File: config.mk
export PLATFORM = sky130hd
export DESIGN_NAME = bcb_exec
export DESIGN_NICKNAME = d
export VERILOG_FILES = /design/src/bcb_unused_guard.sv /design/src/include/bcb_pkg.sv /design/src/bcb_addr.sv /design/src/bcb_exec.sv
export SDC_FILE = /design/constraint.sdc
export NUM_CORES = 1
export LEC_CHECK = 0
export BUFFER_PORTS_ARGS = -buffer_cell sky130_fd_sc_hd__buf_4
export CAP_MARGIN = 20
export CORE_MARGIN = 1.5
export CORE_UTILIZATION = 57
export CTS_BUF_LIST = sky130_fd_sc_hd__clkbuf_8
export DETAILED_ROUTE_END_ITERATION = 8
export GPL_TIMING_DRIVEN = 0
export HOLD_SLACK_MARGIN = 0.08
export PLACE_DENSITY = 0.82
export SYNTH_ARGS = -nofsm -noshare
export SYNTH_HDL_FRONTEND = slang
export SYNTH_SLANG_ARGS = --single-unit
File: constraint.sdc
create_clock -name mclk -period 6.4 [get_ports mclk]
set_input_delay 0.32 -clock mclk [delete_from_list [all_inputs] [get_ports mclk]]
set_output_delay 0.32 -clock mclk [all_outputs]
set_load 0.02 [all_outputs]
File: src/bcb_unused_guard.sv
// spare source slot: the execution unit needs no logic beyond bcb_exec and bcb_addr
File: src/include/bcb_pkg.sv
// constants, types and encodings for the bit-clear / branch-if-negative execution unit
package bcb_pkg;

  // ==========================================================================
  // widths
  localparam int PC_W = 21;
  localparam int DA_W = 12;
  localparam int RA_W = 2;

  // ==========================================================================
  // instruction encodings and field positions
  localparam logic [3:0] OPC_BIT_CLEAR = 4'h9;
  localparam logic [7:0] OPC_BRANCH_NEG = 8'he6;
  localparam int OPC4_LSB = 12;
  localparam int OPC8_LSB = 8;
  localparam int BIT_LSB = 9;
  localparam int ACC_BIT = 8;
  localparam logic [15:0] IR_IDLE = 16'h0000;

  // ==========================================================================
  // addressing
  localparam logic [7:0] IDX_MAX = 8'h5f;
  localparam logic [7:0] ACC_SPLIT = 8'h60;
  localparam logic [3:0] ACC_LO_BANK = 4'h0;
  localparam logic [3:0] ACC_HI_BANK = 4'hf;

  // ==========================================================================
  // program counter
  localparam logic [PC_W-1:0] PC_RESET = 21'h000000;
  localparam logic [PC_W-1:0] PC_STEP = 21'h000002;

  // ==========================================================================
  // software register port
  localparam logic [RA_W-1:0] REG_CTRL = 2'h0;
  localparam logic [RA_W-1:0] REG_STAT = 2'h1;
  localparam logic [RA_W-1:0] REG_PC_LO = 2'h2;
  localparam logic [RA_W-1:0] REG_PC_HI = 2'h3;
  localparam int CTRL_EXT_BIT = 0;
  localparam logic [7:0] CTRL_RESET = 8'h00;

  // ==========================================================================
  // types
  typedef enum logic [1:0] {
    BCB_Q1 = 2'b00,
    BCB_Q2 = 2'b01,
    BCB_Q3 = 2'b11,
    BCB_Q4 = 2'b10
  } bcb_phase_t;

  typedef struct packed {
    logic [DA_W-1:0] addr;
    logic [7:0] wdata;
    logic we;
    logic re;
  } bcb_dm_req_t;

  localparam bcb_dm_req_t DM_IDLE = '{addr: 12'h000, wdata: 8'h00, we: 1'b0, re: 1'b0};

endpackage

File: src/bcb_addr.sv
// data memory address resolution for bit-oriented file operands
`timescale 1ns/1ps
module bcb_addr (
  // operand fields
  input wire logic [7:0] file_addr,
  input wire logic access_flag,
  // addressing context
  input wire logic ext_en,
  input wire logic [3:0] bank_select_reg,
  input wire logic [bcb_pkg::DA_W-1:0] index_base,
  // resolved address
  output logic [bcb_pkg::DA_W-1:0] data_addr
);
  import bcb_pkg::*;

  always_comb begin
    if (!access_flag && ext_en && file_addr <= IDX_MAX) begin
      // indexed literal offset from the index base
      data_addr = DA_W'(index_base + {4'h0, file_addr});
    end else if (!access_flag) begin
      // low part of access bank in bank 0, upper part maps onto the special registers
      if (file_addr < ACC_SPLIT) begin
        data_addr = {ACC_LO_BANK, file_addr};
      end else begin
        data_addr = {ACC_HI_BANK, file_addr};
      end
    end else begin
      data_addr = {bank_select_reg, file_addr};
    end
  end

endmodule

File: src/bcb_exec.sv
// four-phase execution unit for bit clear in file and branch if negative
`timescale 1ns/1ps
module bcb_exec (
  // clock and reset
  input wire logic mclk,
  input wire logic rst,
  // program memory
  output logic [bcb_pkg::PC_W-1:0] prog_addr,
  input wire logic [15:0] prog_data,
  // data memory
  output bcb_pkg::bcb_dm_req_t dm_req,
  input wire logic [7:0] dm_rdata,
  // core context
  input wire logic neg_flag,
  input wire logic [3:0] bank_select_reg,
  input wire logic [bcb_pkg::DA_W-1:0] index_base,
  // phase indication
  output bcb_pkg::bcb_phase_t phase,
  output logic idle_cycle,
  // software register port
  input wire logic [bcb_pkg::RA_W-1:0] reg_addr,
  input wire logic [7:0] reg_wdata,
  input wire logic reg_we,
  input wire logic reg_re,
  output logic [7:0] reg_rdata
);
  import bcb_pkg::*;

  // ==========================================================================
  // state
  bcb_phase_t phase_q, phase_d;
  logic [15:0] ir_q, ir_d;
  logic [PC_W-1:0] pc_q, pc_d;
  logic [PC_W-1:0] target_q, target_d;
  logic [7:0] offset_q, offset_d;
  logic take_q, take_d;
  logic flush_q, flush_d;
  bcb_dm_req_t dm_q, dm_d;
  logic [7:0] ctrl_q, ctrl_d;
  logic [7:0] rdata_q, rdata_d;
  logic [3:0] stat_q, stat_d;

  // ==========================================================================
  // decode
  logic fetch_is_clear;
  logic ir_is_clear;
  logic ir_is_branch;
  logic [DA_W-1:0] fetch_addr;
  logic [7:0] clear_mask;
  logic [PC_W-1:0] displacement;

  // decoding at Q1 looks at the fetched word directly so the read can go out in Q2
  assign fetch_is_clear = !flush_q && prog_data[15:OPC4_LSB] == OPC_BIT_CLEAR;
  assign ir_is_clear = ir_q[15:OPC4_LSB] == OPC_BIT_CLEAR;
  assign ir_is_branch = ir_q[15:OPC8_LSB] == OPC_BRANCH_NEG;
  assign clear_mask = ~(8'h01 << ir_q[BIT_LSB +: 3]);
  // sign extend and double the offset
  assign displacement = {{(PC_W-9){offset_q[7]}}, offset_q, 1'b0};

  bcb_addr u_addr (
    .file_addr(prog_data[7:0]),
    .access_flag(prog_data[ACC_BIT]),
    .ext_en(ctrl_q[CTRL_EXT_BIT]),
    .bank_select_reg(bank_select_reg),
    .index_base(index_base),
    .data_addr(fetch_addr)
  );

  // ==========================================================================
  // quarter phase sequencing and execution
  always_comb begin
    phase_d = phase_q;
    ir_d = ir_q;
    pc_d = pc_q;
    target_d = target_q;
    offset_d = offset_q;
    take_d = take_q;
    flush_d = flush_q;
    dm_d = dm_q;
    dm_d.re = 1'b0;
    dm_d.we = 1'b0;
    stat_d = stat_q;
    case (phase_q)
      BCB_Q1: begin
        phase_d = BCB_Q2;
        // an idle cycle after a taken branch executes nothing
        if (flush_q) begin
          ir_d = IR_IDLE;
        end else begin
          ir_d = prog_data;
        end
        if (fetch_is_clear) begin
          dm_d.addr = fetch_addr;
          dm_d.re = 1'b1;
        end
      end
      BCB_Q2: begin
        phase_d = BCB_Q3;
        if (ir_is_branch) begin
          offset_d = ir_q[7:0];
        end
      end
      BCB_Q3: begin
        phase_d = BCB_Q4;
        if (ir_is_clear) begin
          // read data from Q2 arrives now and is written back in Q4
          dm_d.wdata = dm_rdata & clear_mask;
          dm_d.we = 1'b1;
        end
        if (ir_is_branch) begin
          // pc still holds the branch address, hence the extra step
          target_d = PC_W'(pc_q + PC_STEP + displacement);
          take_d = neg_flag;
        end else begin
          take_d = 1'b0;
        end
      end
      BCB_Q4: begin
        phase_d = BCB_Q1;
        stat_d = {flush_q, take_q, ir_is_branch, ir_is_clear};
        if (flush_q) begin
          // target already loaded; pc stays on it
          flush_d = 1'b0;
        end else if (ir_is_branch && take_q) begin
          pc_d = target_q;
          flush_d = 1'b1;
        end else begin
          // untaken branch does nothing else in Q4
          pc_d = PC_W'(pc_q + PC_STEP);
        end
        take_d = 1'b0;
      end
      default: begin
        phase_d = BCB_Q1;
      end
    endcase
  end

  always_ff @(posedge mclk) begin
    if (rst) begin
      phase_q <= BCB_Q1;
      ir_q <= IR_IDLE;
      pc_q <= PC_RESET;
      target_q <= PC_RESET;
      offset_q <= 8'h00;
      take_q <= 1'b0;
      flush_q <= 1'b0;
      dm_q <= DM_IDLE;
      stat_q <= 4'h0;
    end else begin
      phase_q <= phase_d;
      ir_q <= ir_d;
      pc_q <= pc_d;
      target_q <= target_d;
      offset_q <= offset_d;
      take_q <= take_d;
      flush_q <= flush_d;
      dm_q <= dm_d;
      stat_q <= stat_d;
    end
  end

  // ==========================================================================
  // software register port
  always_comb begin
    ctrl_d = ctrl_q;
    rdata_d = 8'h00;
    if (reg_we && reg_addr == REG_CTRL) begin
      // only the extended-set enable is implemented
      ctrl_d = reg_wdata & (8'h01 << CTRL_EXT_BIT);
    end
    if (reg_re) begin
      case (reg_addr)
        REG_CTRL: rdata_d = ctrl_q;
        REG_STAT: rdata_d = {4'h0, stat_q};
        REG_PC_LO: rdata_d = pc_q[7:0];
        REG_PC_HI: rdata_d = pc_q[15:8];
        default: rdata_d = 8'h00;
      endcase
    end
  end

  always_ff @(posedge mclk) begin
    if (rst) begin
      ctrl_q <= CTRL_RESET;
      rdata_q <= 8'h00;
    end else begin
      ctrl_q <= ctrl_d;
      rdata_q <= rdata_d;
    end
  end

  // ==========================================================================
  // outputs, all straight from flip-flops
  assign prog_addr = pc_q;
  assign dm_req = dm_q;
  assign phase = phase_q;
  assign idle_cycle = flush_q;
  assign reg_rdata = rdata_q;

endmodule

==> impl_table.tex <==
\begin{tabular}{lr}
\hline
Metric & Value \\
\hline
\multicolumn{2}{l}{\textbf{Status}} \\
Run status & completed \\
\multicolumn{2}{l}{\textbf{Clocking}} \\
Cells resized by post-CTS repair & 0 \\
Number of hold buffers added after cts & 0 \\
Number of sinks driven by the clock tree & 105 \\
Inserted Clock Buffers & 9 \\
Clock root cell & sky130\_fd\_sc\_hd\_\_clkbuf\_8 \\
Post-CTS setup buffer count & 0 \\
Clock tree from TritonCTS & built \\
Clock H-tree levels & 3 \\
Latest clock arrival within the worst-skew pair & about 0.37 ns \\
Clock edge transition at the registers on the reported setup and hold paths & between 0.1 and 0.15 ns \\
Maximum clock path buffer count & 2 \\
\multicolumn{2}{l}{\textbf{Setup path}} \\
Worst Setup End Kind & register \\
Delay of the slowest cell on the worst path & roughly 0.87 ns \\
Largest delay contributor family on the critical path & simple AND/OR/NAND/NOR gates \\
Startpoint Class & register \\
Cell Chain, Critical Path & ha\_1 -> nand3\_1 -> nor4\_1 -> nand3\_1 -> xnor2\_1 -> ha\_1 -> and3\_1 -> and2\_1 -> a221o\_1 -> a31oi\_1 -> mux2\_2 -> a31o\_2 \\
Maximum fanout along the worst path & 8 \\
CP Buf/Inv Count & 0 \\
Critical-path cell with the highest stage delay & sky130\_fd\_sc\_hd\_\_nor4\_1 \\
Startpoint-to-endpoint class of the critical path & register to register \\
Worst Path Required & between 6 and 7 ns \\
Data arrival time of the critical path & 4.51 ns \\
\multicolumn{2}{l}{\textbf{Yosys}} \\
Synth unique cells & 69 \\
Sequential fraction of the synthesis area & 0.346 \\
Proportion of register bits with asynchronous set or reset after synthesis & 0 \\
Count of flip-flops with a built-in enable after synthesis & 0 \\
Netlist Area Pre-Place & 0.00607 mm2 \\
Number of standard cells after synthesis & roughly 760 \\
Most frequent cells after synthesis & sky130\_fd\_sc\_hd\_\_dfxtp\_1 (105), sky130\_fd\_sc\_hd\_\_nand2\_1 (96), sky130\_fd\_sc\_hd\_\_a21oi\_1 (72) \\
Library cell occupying the most area in the post-synthesis netlist & sky130\_fd\_sc\_hd\_\_dfxtp\_1 \\
Most instantiated library cell after synthesis & sky130\_fd\_sc\_hd\_\_dfxtp\_1 \\
Post-synthesis net count & between 800 and 900 \\
Share of the synthesized area in the top cell type & 0.346 \\
Number of synthesized register bits & between 100 and 150 \\
Ranking of synthesized cells by area & sky130\_fd\_sc\_hd\_\_dfxtp\_1 (35\%), sky130\_fd\_sc\_hd\_\_ha\_1 (6.0\%), sky130\_fd\_sc\_hd\_\_a21oi\_1 (5.9\%), sky130\_fd\_sc\_hd\_\_nand2\_1 (5.9\%), sky130\_fd\_sc\_hd\_\_mux2i\_1 (4.3\%) \\
Mean cell area of the mapped netlist & roughly 8 um2 \\
Synth warnings & 0 \\
Synth Flop Type & sky130\_fd\_sc\_hd\_\_dfxtp\_1 \\
\multicolumn{2}{l}{\textbf{STA}} \\
Final setup violation count & 0 \\
Share of the clock period used by the worst path after layout & 0.660 \\
Count of pins over their slew limit & 0 \\
Achievable frequency & 237 MHz \\
RSZ-0062 raised after global routing & no \\
Final Skew & roughly 0.011 ns \\
Post-route worst hold slack & around 0.17 ns \\
Final hold viol count & 0 \\
Final sum of negative setup slack & 0 ns \\
Fin crit period & 4.23 ns \\
Pin slew with the least headroom to its limit & $\sim$1.1 ns \\
Max-slew headroom at the worst pin & 0.277 \\
\multicolumn{2}{l}{\textbf{Layout}} \\
Post-route insts no fill & 1008 \\
Layout Nets & 953 \\
Ratio of cells with drive above 1 in the final layout & 0.162 \\
Final core utilization & 0.696 \\
Filler Cell Count & approximately 840 \\
Multi-input logic area & 0.00372 mm2 \\
Number of antenna diodes & 0 \\
Synthesis-to-finish area growth & 18.4\% \\
Register area & 0.00210 mm2 \\
\multicolumn{2}{l}{\textbf{Route}} \\
Ratio of routed vias to standard cells & 6.07 \\
Detailed Route WL & about 17 mm \\
Detailed-routing iteration count for the pre-antenna-repair pass & 6 \\
Number of design-rule violations left by the first detailed-router iteration & approximately 650 \\
Post-detailed-route DRC marker count & 0 \\
Post-detailed-route wirelength per cell & 17.4 um \\
Final ANT Viol Nets & 0 \\
Routed vias & between 6000 and 7000 \\
\multicolumn{2}{l}{\textbf{Global route}} \\
Initial antenna violation count & 0 \\
Remaining Overflow, GRT & 0 \\
Via count of the first global-routing pass & roughly 5600 \\
Largest net degree at the start of global routing & 20 \\
Wire length of the first global-routing pass & between 20 and 30 mm \\
GRT Resource Usage Total & 0.312 \\
\multicolumn{2}{l}{\textbf{Placement}} \\
Port buffer count & just over 100 \\
Weighted congestion at the end of routability-driven global placement & $\sim$0.9 \\
Sum of net half-perimeters after detailed placement & roughly 13 mm \\
Number of placed instances, taps included & between 900 and 1000 \\
\multicolumn{2}{l}{\textbf{Hold path}} \\
Class of the tightest hold or removal check & input pin to register \\
\multicolumn{2}{l}{\textbf{Die}} \\
Die Span Y & 106 um \\
Number of standard-cell rows in the floorplan & 37 \\
DIE AREA & 0.0113 mm2 \\
Core area & approximately 0.010 mm2 \\
Starting utilization of the core area & 0.588 \\
Die Wd & between 100 and 150 um \\
Top-level port count & 109 \\
\multicolumn{2}{l}{\textbf{Run}} \\
Max-capacitance violation count & 0 \\
\multicolumn{2}{l}{\textbf{Power}} \\
Leak Pwr & roughly 0.003 uW \\
Power density over cell area & approximately 170 mW/mm2 \\
Peak supply drop & slightly above 0.1 mV \\
\hline
\end{tabular}
[tightest hold or removal path: stages]
cell and delay, ns:
sky130_fd_sc_hd__buf_4 0.08, sky130_fd_sc_hd__a2bb2oi_1 0.05, sky130_fd_sc_hd__nor2_1 0.07
[cells in the final DEF, fill, tap and decap left out, drive strengths merged, types with 8 or more instances in the layout]
cell type and n:
clkbuf 43, nand2b 9, xnor2 18, nand2 96, o21ai 48, a21oi 72
mux2i 26, inv 21, xor2 10, nand3b 14, buf 109, o211ai 10
nor2b 9, nand3 36, nor3 16, or3 8, and3 13, ha 29
dfxtp 105, a21o 9, nor2 64
[worst paths after layout]
check / cells after the start / end / start / slack, ns
setup / recovery: 12 / target_q[19] / prog_addr[1] / 2.17
setup reg to reg: 12 / target_q[19] / prog_addr[1] / 2.17
hold reg to reg: 2 / ir_q[5] / ir_q[5] / 0.46
hold / removal: 3 / take_q / neg_flag / 0.17
[power breakdown]
group	total [uW]	switching, uW	internal (uW)	leakage [uW]
registers	673	9.32	664	0.000850
logic	136	79.3	57.0	0.00201
clock network	409	258	150	0.000101
total	1220	347	871	0.00296
[metal layers]
layer / track usage / routed length, um / up-vias
li1: - / - / 2951
met1: 0.429 / 7770 / 2842
met2: 0.509 / 7980 / 286
met3: 0.0331 / 1310 / 36
met4: 0.111 / 434 / 0
met5: 0 / 0 / -
[per-stage QoR]
| stage | worst slack, ns | area (um2) | total power [uW] |
|---|---|---|---|
| finish | 2.17 | 7190 | 1220 |
| detailed placement | 2.28 | 7000 | 822 |
| global placement | 2.34 | 7000 | 817 |
| CTS | 2.27 | 7190 | 1220 |
| floorplan | 2.82 | 6070 | 763 |
| global route | 1.87 | 7190 | 1260 |
[layout make-up]
class	instances	share of cell area
buffer	42	0.0246
clock buffer	9	0.0172
clock inverter	7	0.00905
inverter	19	0.00993
multi-input combinational	589	0.518
sequential	105	0.293
tap	136	0.0237
timing repair buffer	101	0.106
[kinds of logic after synthesis]
| logic type | Yosys count | share of synthesized area |
|---|---|---|
| AND/OR/NAND/NOR | 299 | 0.247 |
| AO/OA/AOI/OAI | 201 | 0.206 |
| flip-flops | 105 | 0.346 |
| buffers and inverters | 61 | 0.0408 |
| adder cells (fa/ha/maj) | 31 | 0.0664 |
| multiplexers | 30 | 0.0522 |
| XOR/XNOR | 28 | 0.0404 |
[flip-flops by register name, summed over array words and instances (netlist names)]
name,flops
stat_q,4
dm_req,22
prog_addr,21
ctrl_q,1
target_q,21
idle_cycle,1
ir_q,16
reg_rdata,8
take_q,1
phase,2
offset_q,8
Power figures use the tool's default switching activity.
